==> config.mk <==
export PLATFORM = sky130hd
export DESIGN_NAME = ecg_channel_rate_filter_config
export DESIGN_NICKNAME = d
export VERILOG_FILES = /design/src/hw/ecg_cfg_pkg.sv /design/src/hw/ecg_channel_rate_filter_config.sv /design/src/hw/ecg_sample_strobe.sv
export SDC_FILE = /design/constraint.sdc
export NUM_CORES = 1
export LEC_CHECK = 0
export BUFFER_PORTS_ARGS = -buffer_cell sky130_fd_sc_hd__buf_2
export CAP_MARGIN = 20
export CORE_UTILIZATION = 42
export DETAILED_ROUTE_END_ITERATION = 7
export GPL_TIMING_DRIVEN = 0
export PLACE_DENSITY = 0.72
export SLEW_MARGIN = 25
export SYNTH_ARGS = -nofsm -noshare
export SYNTH_HDL_FRONTEND = slang
export SYNTH_SLANG_ARGS = --single-unit
==> constraint.sdc <==
create_clock -name clk_i -period 2.3 [get_ports clk_i]
set_clock_uncertainty 0.05 [all_clocks]
set_input_delay 0.115 -clock clk_i [delete_from_list [all_inputs] [get_ports clk_i]]
set_output_delay 0.115 -clock clk_i [all_outputs]
set_load 0.005 [all_outputs]
==> src/hw/ecg_cfg_pkg.sv <==
// Constants for the ECG channel rate and filter configuration block.
// Assumes one 50 MHz clock and a plain register port.
package ecg_cfg_pkg;

    localparam int ADDR_W = 8;
    localparam int DATA_W = 24;
    localparam logic [ADDR_W-1:0] ECG_CFG_ADDR = 8'h15;

    // Field positions
    localparam int RATE_LSB = 22;
    localparam int GAIN_LSB = 16;
    localparam int HPF_BIT = 14;
    localparam int LPF_LSB = 12;

    // Reset values
    localparam logic [1:0] RATE_RST = 2'h2;
    localparam logic [1:0] GAIN_RST = 2'h0;
    localparam logic HPF_RST = 1'b1;
    localparam logic [1:0] LPF_RST = 2'h1;

    // Rate, low-pass and master-clock codes
    localparam logic [1:0] RATE_FULL = 2'h0;
    localparam logic [1:0] RATE_HALF = 2'h1;
    localparam logic [1:0] RATE_QUARTER = 2'h2;
    localparam logic [1:0] RATE_RSVD = 2'h3;
    localparam logic [1:0] LPF_BYPASS = 2'h0;
    localparam logic [1:0] LPF_40HZ = 2'h1;
    localparam logic [1:0] LPF_100HZ = 2'h2;
    localparam logic [1:0] LPF_150HZ = 2'h3;
    localparam logic [1:0] MCLK_32768 = 2'h0;
    localparam logic [1:0] MCLK_32000 = 2'h1;

    // Master-clock ticks per output sample
    localparam int DIV_W = 9;
    localparam logic [DIV_W-1:0] DIV_FULL = 9'h040;
    localparam logic [DIV_W-1:0] DIV_HALF = 9'h080;
    localparam logic [DIV_W-1:0] DIV_QUARTER = 9'h100;
    localparam logic [DIV_W-1:0] DIV_200 = 9'h0A0;

    // Channel gain in V/V
    localparam logic [7:0] GAIN_20 = 8'h14;
    localparam logic [7:0] GAIN_40 = 8'h28;
    localparam logic [7:0] GAIN_80 = 8'h50;
    localparam logic [7:0] GAIN_160 = 8'hA0;

endpackage

==> src/hw/ecg_channel_rate_filter_config.sv <==
// ECG channel configuration register, effective filter mapping and sample timing.
// Assumes a plain register port and a master-clock tick enable from outside.
//
// Strobed register access was chosen for this implementation.
`timescale 1ns/10ps
`default_nettype none
module ecg_channel_rate_filter_config
(
    // Clock and reset
    input wire logic clk_i,
    input wire logic arst_n_i,
    // Register port
    input wire logic [ecg_cfg_pkg::ADDR_W-1:0] addr_i,
    input wire logic [ecg_cfg_pkg::DATA_W-1:0] wdata_i,
    input wire logic wr_i,
    input wire logic rd_i,
    output logic [ecg_cfg_pkg::DATA_W-1:0] rdata_o,
    // Master clock selection and timing
    input wire logic [1:0] master_clock_select_i,
    input wire logic mclk_tick_i,
    input wire logic resync_command_i,
    // Effective channel settings
    output logic [1:0] rate_code_o,
    output logic rate_reserved_o,
    output logic [ecg_cfg_pkg::DIV_W-1:0] sample_divisor_o,
    output logic [7:0] gain_vv_o,
    output logic highpass_select_o,
    output logic [1:0] lowpass_select_o,
    output logic lowpass_fir_on_o,
    output logic reduced_cutoff_o,
    // Sample timing
    output logic sample_strobe_o,
    output logic cfg_changed_o
);
    import ecg_cfg_pkg::*;

    logic [1:0] rate_q;
    logic [1:0] gain_q;
    logic hpf_q;
    logic [1:0] lpf_q;
    logic [1:0] lpf_eff;
    logic [DIV_W-1:0] div_d;
    logic rate_bad;
    logic slow_rate;
    logic [7:0] gain_d;
    logic cfg_wr;
    logic [DATA_W-1:0] cfg_word;
    logic [DATA_W-1:0] rdata_q;
    logic [DATA_W-1:0] rdata_d;
    logic changed_q;
    logic [7:0] gain_vv_q;
    logic [DIV_W-1:0] div_q;
    logic [1:0] lpf_eff_q;
    logic bad_q;
    localparam logic [DATA_W-1:0] CFG_MASK = 24'hC37000;
    logic [DATA_W-1:0] cfg_store_word;

    assign cfg_wr = wr_i && (addr_i == ECG_CFG_ADDR);

    // Stored fields; other bits are not kept
    always_ff @(posedge clk_i or negedge arst_n_i)
    begin
        if (!arst_n_i)
        begin
            rate_q <= RATE_RST;
            gain_q <= GAIN_RST;
            hpf_q <= HPF_RST;
            lpf_q <= LPF_RST;
        end
        else if (cfg_wr)
        begin
            rate_q <= wdata_i[RATE_LSB +: 2];
            gain_q <= wdata_i[GAIN_LSB +: 2];
            hpf_q <= wdata_i[HPF_BIT];
            lpf_q <= wdata_i[LPF_LSB +: 2]; // written value kept
        end
    end

    // Rate validity and ticks per sample for the active master clock
    always_comb
    begin
        rate_bad = 1'b0;
        slow_rate = 1'b0;
        div_d = DIV_QUARTER;
        if (master_clock_select_i == MCLK_32768 || master_clock_select_i == MCLK_32000)
        begin
            unique case (rate_q)
                RATE_FULL: div_d = DIV_FULL;
                RATE_HALF: div_d = DIV_HALF;
                RATE_QUARTER:
                begin
                    div_d = DIV_QUARTER;
                    slow_rate = 1'b1;
                end
                RATE_RSVD: rate_bad = 1'b1;
            endcase
        end
        else
        begin
            div_d = DIV_200;
            rate_bad = (rate_q != RATE_QUARTER);
        end
    end

    // Effective low-pass code
    always_comb
    begin
        lpf_eff = lpf_q;
        if (lpf_q == LPF_BYPASS)
        begin
            lpf_eff = LPF_BYPASS;
        end
        else if (master_clock_select_i == MCLK_32768 || master_clock_select_i == MCLK_32000)
        begin
            if (rate_q == RATE_HALF && lpf_q == LPF_150HZ)
            begin
                lpf_eff = LPF_40HZ;
            end
            else if (rate_q == RATE_QUARTER || rate_q == RATE_RSVD)
            begin
                lpf_eff = LPF_40HZ;
            end
        end
        else
        begin
            lpf_eff = LPF_40HZ;
        end
    end

    // Gain in V/V
    always_comb
    begin
        unique case (gain_q)
            2'h0: gain_d = GAIN_20;
            2'h1: gain_d = GAIN_40;
            2'h2: gain_d = GAIN_80;
            2'h3: gain_d = GAIN_160;
        endcase
    end

    always_ff @(posedge clk_i or negedge arst_n_i)
    begin
        if (!arst_n_i)
        begin
            gain_vv_q <= GAIN_20;
            div_q <= DIV_QUARTER;
            lpf_eff_q <= LPF_RST;
            bad_q <= 1'b0;
        end
        else
        begin
            gain_vv_q <= gain_d;
            div_q <= div_d;
            lpf_eff_q <= lpf_eff;
            bad_q <= rate_bad;
        end
    end

    assign gain_vv_o = gain_vv_q;
    assign sample_divisor_o = div_q;
    assign lowpass_select_o = lpf_eff_q;
    assign rate_reserved_o = bad_q; // flags a rate code not valid for the master clock, one cycle late
    assign rate_code_o = rate_q;
    assign highpass_select_o = hpf_q;
    assign lowpass_fir_on_o = (lpf_eff_q != LPF_BYPASS);
    assign reduced_cutoff_o = slow_rate && (lpf_q != LPF_BYPASS);

    // Readback with effective low-pass, unassigned bits zero
    always_comb
    begin
        cfg_word = '0;
        cfg_word[RATE_LSB +: 2] = rate_q;
        cfg_word[GAIN_LSB +: 2] = gain_q;
        cfg_word[HPF_BIT] = hpf_q;
        cfg_word[LPF_LSB +: 2] = lpf_eff;
        rdata_d = (addr_i == ECG_CFG_ADDR) ? cfg_word : '0;
    end

    always_ff @(posedge clk_i or negedge arst_n_i)
    begin
        if (!arst_n_i)
        begin
            rdata_q <= '0;
        end
        else if (rd_i)
        begin
            rdata_q <= rdata_d;
        end
        else
        begin
            rdata_q <= '0;
        end
    end

    assign rdata_o = rdata_q;

    // Sticky change flag, resync clears, a new change wins
    always_ff @(posedge clk_i or negedge arst_n_i)
    begin
        if (!arst_n_i)
        begin
            changed_q <= 1'b0;
        end
        else if (cfg_wr && (wdata_i & CFG_MASK) != (cfg_store_word & CFG_MASK))
        begin
            changed_q <= 1'b1;
        end
        else if (resync_command_i)
        begin
            changed_q <= 1'b0;
        end
    end

    assign cfg_store_word = {rate_q, 4'h0, gain_q, 1'b0, hpf_q, lpf_q, 12'h000};
    assign cfg_changed_o = changed_q;

    ecg_sample_strobe #(
        .DIV_W(DIV_W)
    ) ecg_sample_strobe_i (
        .clk_i(clk_i),
        .arst_n_i(arst_n_i),
        .mclk_tick_i(mclk_tick_i),
        .run_i(!rate_bad),
        .realign_i(resync_command_i),
        .divisor_i(div_d),
        .strobe_o(sample_strobe_o),
        .phase_o()
    );
endmodule // ecg_channel_rate_filter_config
`default_nettype wire

==> src/hw/ecg_sample_strobe.sv <==
// Sample-instant divider: counts master-clock ticks, one strobe per sample.
// Assumes mclk_tick_i is a one-cycle enable at the master-clock rate.
`timescale 1ns/10ps
`default_nettype none
module ecg_sample_strobe
#(
    parameter int DIV_W = 9
)
(
    // Clock and reset
    input wire logic clk_i,
    input wire logic arst_n_i,
    // Control
    input wire logic mclk_tick_i,
    input wire logic run_i,
    input wire logic realign_i,
    input wire logic [DIV_W-1:0] divisor_i,
    // Result
    output logic strobe_o,
    output logic [DIV_W-1:0] phase_o
);
    logic [DIV_W-1:0] cnt_q;
    logic strobe_q;
    logic wrap;

    assign wrap = (cnt_q >= divisor_i - DIV_W'(1));

    always_ff @(posedge clk_i or negedge arst_n_i)
    begin
        if (!arst_n_i)
        begin
            cnt_q <= '0;
        end
        else if (realign_i || !run_i)
        begin
            cnt_q <= '0;
        end
        else if (mclk_tick_i)
        begin
            cnt_q <= wrap ? '0 : cnt_q + DIV_W'(1);
        end
    end

    always_ff @(posedge clk_i or negedge arst_n_i)
    begin
        if (!arst_n_i)
        begin
            strobe_q <= 1'b0;
        end
        else
        begin
            strobe_q <= run_i && !realign_i && mclk_tick_i && wrap;
        end
    end

    assign strobe_o = strobe_q;
    assign phase_o = cnt_q;
endmodule // ecg_sample_strobe
`default_nettype wire
==> qor.yml, run 1 <==
grt:
  grt_start_max_net_pins: 39
  grt-ovfl-total: 0
  grt_pass1_wl_um: 5950
  grt_usage_pct: 15.7
  grt_pass1_vias: 1294
  antenna_found_initial: 0
critical_path:
  slowest_stage: "dfstp_2"
  crit_chain: "o21bai_1 > ha_1 > nand3_1 > or3_4 > buf_6 > a41o_1 > a22o_1"
  end_kind: "flip-flop"
  path_max_fanout: 10
  slowest_delay_ns: 0.62
  required_ns: 2.43
  path_class: "reg2reg"
  regToRegSetupSlack_ns: 0.12
  worstPathArrival_ns: 2.31
  startpoint_type: "flip-flop"
clock_network:
  clock_path_buffers: 2
  cts_tree: "yes"
  numCtsBuffers: 5
  cts_root_buffer: "clkbuf_8"
  clkLatencyLatePin_ns: 0.28
  cts.sinks: 38
  clk_pin_slew_worst_paths_ns: 0.07
  cts_max_level: 2
synthesis:
  ys_seq_area_share_pct: 49.0
  ys.flop_type: "dfrtp_1"
  netlist_instances: 180
  synth_edf_count: 0
  synth_top_area_share_pct: 39.6
  ys_types: 50
  synth_area_mm2: 0.00196
  synth_warnings: 0
  synth_area_leaders: "dfrtp_1 (40%), buf_4 (9.6%), dfstp_2 (9.4%)"
  synth_area_leader_cell: "dfrtp_1"
  avgSynthCellArea_um2: 10.9
  postSynth.asyncResetShare_pct: 100
  ys_ff_latch: 38
floorplanning:
  die_area_mm2: 0.00494
  io_pins: 91
  die-height_um: 70.3
  core_area_mm2: 0.00441
  rows: 24
  die_width_um: 70.3
  initial_core_util_pct: 44.4
layout:
  drive_above_1_share_pct: 42.2
  final_common_cell: "buf_2"
  nNetsFinal: 307
  num-fill-cells: 391
  instances_no_fill: 315
  regArea_um2: 960
  multi_input_area_um2: 842
  antennaDiodeCount: 0
  most-common-layout-cells: "buf_2 (49), dfrtp_1 (31), buf_4 (28)"
  area_growth_pct: 27.5
timing:
  slew_viol_final: 0
  report.final.hold_viol_count: 0
  timing.hold.ws_ns: 0.0356
  post-route-min-period_ns: 2.18
  rsz0062_at_grt: "no"
  max_slew.worst_pin.slew_ns: 0.782
  relSlewSlack_pct: 47.9
  fmax_ghz: 0.459
  tns_ns: 0
  finalCritPeriodShare_pct: 94.8
  setup_viol: 0
drt:
  ant_nets: 0
  drtIter0Drc: 57
  highest_layer: "met4"
  first_pass_iters: 4
  viasPerCell: 4.70
  wl_met1_um: 1510
  wl_met3_um: 260
  wl_per_cell_um: 11.6
  drcViolationCount: 0
  vias: 1481
  met2_length_um: 1790
  wl_um: 3650
worst_hold_path:
  hold_class: "in2reg"
place:
  place.gp.congestion: 0.907
  io_buffers: 48
  dp.cells: 303
  hpwl_um: 2700
power_and_ir_drop:
  leakagePower_nw: 1.35
  power.density_mw_per_mm2: 560
  ir_worst_vdd_mv: 0.242
outcome:
  status: "complete, no violations"
flow_run:
  maxCapViolations: 0
## state kept, by name (all words and copies together) (netlist names)
register,cells
lowpass_select_o,2
cfg_changed_o,1
gain_q,2
rdata_o,7
rate_reserved_o,1
ecg_sample_strobe_i.strobe_o,1
ecg_sample_strobe_i.phase_o,9
gain_vv_o,6
sample_divisor_o,4
rate_code_o,2
highpass_select_o,1
lpf_q,2
## critical path: cells and delay by family, from the launching register on
| family | cells | cell delay, ns |
|---|---|---|
| DFF | 1 | 0.62 |
| and+or+nand+nor | 2 | 0.49 |
| AOI/OAI and AO/OA | 3 | 0.47 |
| adders and majority gates | 1 | 0.29 |
| buffers and inverters | 1 | 0.15 |
## what timing repair did
item                                    in CTS  in global routing
hold buffers                                 2                  0
gates resized for setup                      0                  2
endpoints found under the hold margin       32                  0
endpoints found under the setup margin       0                  9
buffers inserted                             0                  3
## per-layer routing
metal,vias to the layer above,GRT usage (%)
li1,747,-
met1,670,19.0
met2,56,25.0
met3,8,4.76
met4,0,8.67
met5,-,0
## Yosys cell counts, types with 2 or more instances
master	number
and3_1	9
ha_1	5
buf_2	2
a22o_1	2
nand3_1	4
buf_4	25
nor2_1	9
dfrtp_1	31
a21oi_1	4
mux2_2	7
conb_1	2
or2_2	2
nor3_1	2
mux2i_1	2
o21ai_0	3
o211ai_1	2
inv_1	5
xor2_1	3
xnor2_1	4
dfstp_2	7
clkbuf_1	3
nand2_1	11
nand4_1	6
a41oi_1	4
## kinds of logic (layout without fill, tap and decap cells)
group	count (synthesis)	in the layout	share of synthesized area [%]
compound gates	24	24	8.94
flops	38	38	49.0
simple gates	57	57	17.1
mux	10	10	5.81
other cells	2	25	0.383
buf+inv	37	97	12.5
xor+xnor	7	7	3.13
fa+ha+maj	5	5	3.19
## worst paths after layout
path | from | endpoint | depth (start not counted)
min | wdata_i[13] | lpf_q[1]$_DFFE_PN0P_ | 2
max reg2reg | rate_code_o[1]$_DFFE_PN1P_ | ecg_sample_strobe_i.phase_o[4]$_DFFE_PN0P_ | 7
min in group asynchronous | arst_n_i | gain_vv_o[5]$_DFF_PN0_ | 2
min reg2reg | lpf_q[0]$_DFFE_PN1P_ | lowpass_select_o[0]$_DFF_PN1_ | 1
max in group asynchronous | arst_n_i | sample_divisor_o[5]$_DFF_PN0_ | 2
max | rate_code_o[1]$_DFFE_PN1P_ | ecg_sample_strobe_i.phase_o[4]$_DFFE_PN0P_ | 7
## power by group
part | internal, mW | switching [mW] | leakage, nW
combinational | 0.0821 | 0.0719 | 0.799
clock | 0.319 | 0.223 | 0.0579
sequential | 0.691 | 0.0126 | 0.495
## layout make-up
type                            instances  share of cell area, %
Clock buffer                            5                   2.75
Sequential cell                        38                   38.4
Inverter                                5                  0.751
Buffer                                 31                   8.86
Tap cell                               52                   2.60
Multi-Input combinational cell        128                   33.7
Clock inverter                          3                   1.60
Timing Repair Buffer                   53                   11.3
## per-stage QoR
| step | setup WS, ns | util, % | total power [mW] | area (µm²) |
|---|---|---|---|---|
| after floorplan | 0.112 | - | 0.804 | 2050 |
| after global placement | 0.0174 | 53.3 | 0.863 | 2350 |
| after detailed placement | 0.0153 | 53.3 | 0.865 | 2350 |
| after CTS | 0.0114 | 56.2 | 1.42 | 2480 |
| after global routing | 0.0303 | 56.6 | 1.47 | 2500 |
| final | 0.120 | 56.6 | 1.40 | 2500 |
Power figures use the tool's default switching activity.
==> inputs of run 2 (changes only) <==
--- a/config.mk
+++ b/config.mk
@@ -11,7 +11,7 @@
 export DETAILED_ROUTE_END_ITERATION = 7
 export GPL_TIMING_DRIVEN = 0
 export PLACE_DENSITY = 0.72
-export SLEW_MARGIN = 25
+export REMOVE_ABC_BUFFERS = 1
 export SYNTH_ARGS = -nofsm -noshare
 export SYNTH_HDL_FRONTEND = slang
 export SYNTH_SLANG_ARGS = --single-unit
==> qor.yml, run 2 (synthesized netlist as in run 1, its figures left out) <==
floorplanning:
  die_area_mm2: 0.00494
  initial_core_util_pct: 44.4
  die-height_um: 70.3
  io_pins: 91
  core_area_mm2: 0.00441
  die_width_um: 70.3
  rows: 24
drt:
  wl_um: 3570
  wl_per_cell_um: 12.6
  viasPerCell: 4.98
  vias: 1410
  drcViolationCount: 0
  drtIter0Drc: 90
  ant_nets: 0
  first_pass_iters: 4
layout:
  utilization_pct: 52.2
  final_common_cell: "buf_2"
  nNetsFinal: 275
  largest_register_ffs: 9
  most-common-layout-cells: "buf_2 (48), dfrtp_1 (31), conb_1 (25)"
  instances_no_fill: 283
  antennaDiodeCount: 0
  num-fill-cells: 409
  area_growth_pct: 17.6
  post-route-cell-area_mm2: 0.00230
  drive_above_1_share_pct: 35.5
place:
  hpwl_um: 2530
  placed_area_mm2: 0.00213
  io_buffers: 48
  dp.cells: 271
  place.gp.congestion: 0.841
flow_run:
  maxCapViolations: 0
critical_path:
  startpoint_type: "input pin"
  required_ns: 2.43
  regToRegSetupSlack_ns: 0.13
  r2r-start: "rate_code_o[1]$_DFFE_PN1P_"
  reg2reg_depth: 6
  reg2reg_to: "ecg_sample_strobe_i.phase_o[4]$_DFFE_PN0P_"
  worstPathArrival_ns: 2.31
  end_kind: "flip-flop"
  path_max_fanout: 12
  path_class: "in2reg"
power_and_ir_drop:
  ir_worst_vdd_mv: 0.296
  power.density_mw_per_mm2: 659
  finalPower_mw: 1.52
  leakagePower_nw: 1.20
clock_network:
  cts_root_buffer: "clkbuf_8"
  cts_tree: "yes"
  clock_path_buffers: 2
  numCtsBuffers: 5
  clkLatencyLatePin_ns: 0.29
  clk_pin_slew_worst_paths_ns: 0.07
  cts_max_level: 2
  cts.sinks: 38
grt:
  grt_pass1_wl_um: 5800
  grt_pass1_vias: 1261
  grt_start_max_net_pins: 39
  antenna_found_initial: 0
  grt-ovfl-total: 0
  grt_usage_pct: 15.4
timing:
  slew_viol_final: 0
  setup_viol: 0
  relSlewSlack_pct: 46.4
  fmax_ghz: 0.460
  post-route-min-period_ns: 2.17
  report.final.hold_viol_count: 0
  finalCritPeriodShare_pct: 94.4
  rsz0062_at_grt: "no"
  max_slew.worst_pin.slew_ns: 0.803
  tns_ns: 0
worst_hold_path:
  min_path_cells: 2
  worstHoldStart: "wdata_i[22]"
  holdPathEnd: "rate_code_o[0]$_DFFE_PN0P_"
  hold_class: "in2reg"
outcome:
  status: "complete, no violations"
run 2: worst max-delay path: stages:
cell and delay (ns):
dlygate4sd3_1 0.53, buf_2 0.17, o21bai_1 0.16, ha_1 0.30, nand3_1 0.09, or3_4 0.46
and3_2 0.25, a22o_1 0.23
run 2: metrics by stage:
step                      setup slack (ns)  hold WS (ns)
final                                0.128        0.0257
after global routing                0.0272        0.0163
after CTS                           0.0566        0.0203
after detailed placement            0.0850         0.207
after global placement              0.0571         0.201
after floorplan                      0.217        -0.231
run 2: power breakdown:
group          internal [mW]  switching [mW]
sequential             0.691          0.0145
combinational         0.0536          0.0654
clock                  0.462           0.232
total                   1.21           0.312
run 2: area by class of cell:
| cell class | instances | area (µm²) | share of cell area [%] |
|---|---|---|---|
| clock buffer | 6 | 82.6 | 3.58 |
| inverter | 5 | 18.8 | 0.814 |
| sequential | 38 | 960 | 41.6 |
| clock inverter | 2 | 60.1 | 2.61 |
| timing repair buffer | 52 | 275 | 11.9 |
| tap | 52 | 65.1 | 2.82 |
| multi-input combinational | 128 | 843 | 36.6 |
run 2: what timing repair did:
item	in CTS	in global routing
setup endpoints to repair	0	6
setup buffers	0	2
hold buffers	2	0
gates resized for setup	0	1
endpoints found under the hold margin	32	0
run 2: worst max-delay path by stage:
stage / depth (start not counted) / startpoint / to
after global placement: 6 / rate_code_o[1]$_DFFE_PN1P_ / ecg_sample_strobe_i.phase_o[8]$_DFFE_PN0P_
after CTS: 6 / rate_code_o[1]$_DFFE_PN1P_ / ecg_sample_strobe_i.phase_o[8]$_DFFE_PN0P_
final: 8 / master_clock_select_i[1] / ecg_sample_strobe_i.phase_o[4]$_DFFE_PN0P_
after global routing: 6 / rate_code_o[0]$_DFFE_PN0P_ / ecg_sample_strobe_i.phase_o[1]$_DFFE_PN0P_
after floorplan: 6 / rate_code_o[1]$_DFFE_PN1P_ / ecg_sample_strobe_i.phase_o[4]$_DFFE_PN0P_
after detailed placement: 6 / rate_code_o[1]$_DFFE_PN1P_ / ecg_sample_strobe_i.phase_o[8]$_DFFE_PN0P_
run 2: per-layer routing:
layer	part of all wire (%)	GRT usage, %	vias to the layer above
met3	5.7	4.18	7
li1	-	-	684
met5	0	0	-
met4	1.8	7.33	0
met1	43	18.4	661
met2	50	25.4	58
==> inputs of run 3 (changes only) <==
--- a/config.mk
+++ b/config.mk
@@ -7,11 +7,12 @@
 export LEC_CHECK = 0
 export BUFFER_PORTS_ARGS = -buffer_cell sky130_fd_sc_hd__buf_2
 export CAP_MARGIN = 20
-export CORE_UTILIZATION = 42
+export CORE_UTILIZATION = 30
 export DETAILED_ROUTE_END_ITERATION = 7
 export GPL_TIMING_DRIVEN = 0
-export PLACE_DENSITY = 0.72
+export PLACE_DENSITY = 0.54
 export REMOVE_ABC_BUFFERS = 1
+export SETUP_SLACK_MARGIN = 0.2
 export SYNTH_ARGS = -nofsm -noshare
 export SYNTH_HDL_FRONTEND = slang
 export SYNTH_SLANG_ARGS = --single-unit
==> qor.yml, run 3 (synthesized netlist as in run 1, its figures left out) <==
worst_hold_path:
  holdPathEnd: "sample_divisor_o[8]$_DFF_PN1_"
  hold_class: "in2reg"
  min_path_cells: 2
  worstHoldStart: "master_clock_select_i[1]"
critical_path:
  r2r-start: "rate_code_o[1]$_DFFE_PN1P_"
  reg2reg_depth: 6
  required_ns: 2.43
  cp.buffers_inverters: 0
  reg2reg_to: "ecg_sample_strobe_i.phase_o[4]$_DFFE_PN0P_"
  regToRegSetupSlack_ns: 0.27
  path_class: "reg2reg"
  crit_chain: "o21bai_1 > ha_1 > nand3_2 > or3_4 > and3_4 > a22o_1"
  end_kind: "flip-flop"
  path_max_fanout: 6
  slowest_delay_ns: 0.58
  crit_family: "simple AND/OR/NAND/NOR gates"
  startpoint_type: "flip-flop"
  worstPathArrival_ns: 2.16
  slowest_stage: "dfstp_2"
timing:
  rsz0062_at_grt: "yes"
  report.final.hold_viol_count: 0
  setup_viol: 0
  relSlewSlack_pct: 44.0
  finalCritPeriodShare_pct: 88.4
  post-route-min-period_ns: 2.03
  max_slew.worst_pin.slew_ns: 0.840
  fmax_ghz: 0.492
  fin_ws_ns: 0.268
  slew_viol_final: 0
grt:
  antenna_found_initial: 0
  grt_pass1_wl_um: 6540
  grt_usage_pct: 11.9
  grt-ovfl-total: 0
  grt_pass1_vias: 1336
  grt_start_max_net_pins: 39
layout:
  area_growth_pct: 26.3
  drive_above_1_share_pct: 41.4
  antennaDiodeCount: 0
  most-common-layout-cells: "buf_2 (48), dfrtp_1 (30), conb_1 (25)"
  num-fill-cells: 637
  final_common_cell: "buf_2"
  nNetsFinal: 288
  largest_register_ffs: 9
  instances_no_fill: 321
place:
  pre_cts_slack_ns: -0.000968
  place.gp.congestion: 0.743
  io_buffers: 48
  hpwl_um: 2730
  dp.cells: 296
flow_run:
  maxCapViolations: 0
power_and_ir_drop:
  p_sw_mw: 0.327
  netSwitchingFraction_pct: 22.8
  finalPower_mw: 1.43
  power.density_mw_per_mm2: 579
  p_int_mw: 1.11
  power_frac_comb_pct: 9.2
  seq_power_share_pct: 49.2
  leakagePower_nw: 1.26
  clkPwrFrac_pct: 41.6
  ir_worst_vdd_mv: 0.237
drt:
  vias: 1471
  drtIter0Drc: 74
  wl_per_cell_um: 12.8
  first_pass_iters: 4
  wl_um: 4120
  viasPerCell: 4.58
  drcViolationCount: 0
  ant_nets: 0
floorplanning:
  core_area_mm2: 0.00631
  io_pins: 91
  rows: 29
  die_width_um: 82.8
  initial_core_util_pct: 31.0
  die_area_mm2: 0.00686
  die-height_um: 82.8
outcome:
  status: "complete, no violations"
clock_network:
  clkLatencyLatePin_ns: 0.29
  cts_max_level: 2
  clock_path_buffers: 2
  cts_tree: "yes"
  clk_pin_slew_worst_paths_ns: 0.08
  cts.sinks: 38
  cts_root_buffer: "clkbuf_8"
  numCtsBuffers: 5
run 3: layer usage:
metal | share of wire [%] | global-route usage (%) | vias to the layer above
met1 | 46 | 15.4 | 701
met5 | 0 | 0 | -
met4 | 2.2 | 6.58 | 0
met2 | 46 | 18.1 | 50
li1 | - | - | 713
met3 | 5.4 | 2.88 | 7
run 3: what timing repair did:
action / CTS / global route
resized for setup: 2 / 10
endpoints found under the hold margin: 32 / 0
pin swaps: 1 / 14
hold buffers: 2 / 0
setup buffers: 7 / 8
endpoints found under the setup margin: 9 / 10
run 3: worst max path at each step:
stage | start | end | cells past startpoint | slack (ns)
3_3_place_gp | rate_code_o[1]$_DFFE_PN1P_ | ecg_sample_strobe_i.phase_o[8]$_DFFE_PN0P_ | 6 | 0.02
5_1_grt | rate_code_o[1]$_DFFE_PN1P_ | ecg_sample_strobe_i.phase_o[8]$_DFFE_PN0P_ | 6 | 0.15
6_report | rate_code_o[1]$_DFFE_PN1P_ | ecg_sample_strobe_i.phase_o[4]$_DFFE_PN0P_ | 6 | 0.27
3_5_place_dp | rate_code_o[1]$_DFFE_PN1P_ | ecg_sample_strobe_i.phase_o[8]$_DFFE_PN0P_ | 6 | -0.001
2_1_floorplan | rate_code_o[1]$_DFFE_PN1P_ | ecg_sample_strobe_i.phase_o[4]$_DFFE_PN0P_ | 6 | 0.22
4_1_cts | rate_code_o[1]$_DFFE_PN1P_ | ecg_sample_strobe_i.phase_o[4]$_DFFE_PN0P_ | 6 | 0.18
run 3: final cells by class:
class,count,area [µm²],area share (%)
Clock buffer,7,86.3,3.49
Multi-Input combinational cell,128,890,35.9
Tap cell,77,96.3,3.89
Inverter,5,18.8,0.758
Clock inverter,1,30.0,1.21
Timing Repair Buffer,65,393,15.9
Sequential cell,38,961,38.8
run 3: power groups by stage:
stage	Clock, mW	Sequential, mW	Combinational [mW]
after CTS	0.612	0.706	0.123
after global routing	0.634	0.709	0.148
final	0.596	0.706	0.132
after floorplan	0	0.718	0.0524
after global placement	0	0.720	0.114
after detailed placement	0	0.720	0.114
run 3: per-stage QoR:
| stage | util (%) | instance area [µm²] | hold slack (ns) | TNS [ns] |
|---|---|---|---|---|
| 6_report | 39.2 | 2470 | 0.00513 | 0 |
| 5_1_grt | 39.2 | 2470 | 0.0242 | 0 |
| 4_1_cts | 37.2 | 2350 | 0.0000663 | 0 |
| 3_5_place_dp | 34.2 | 2160 | 0.223 | -0.000968 |
| 3_3_place_gp | 34.2 | 2160 | 0.220 | 0 |
| 2_1_floorplan | - | 1820 | -0.231 | 0 |
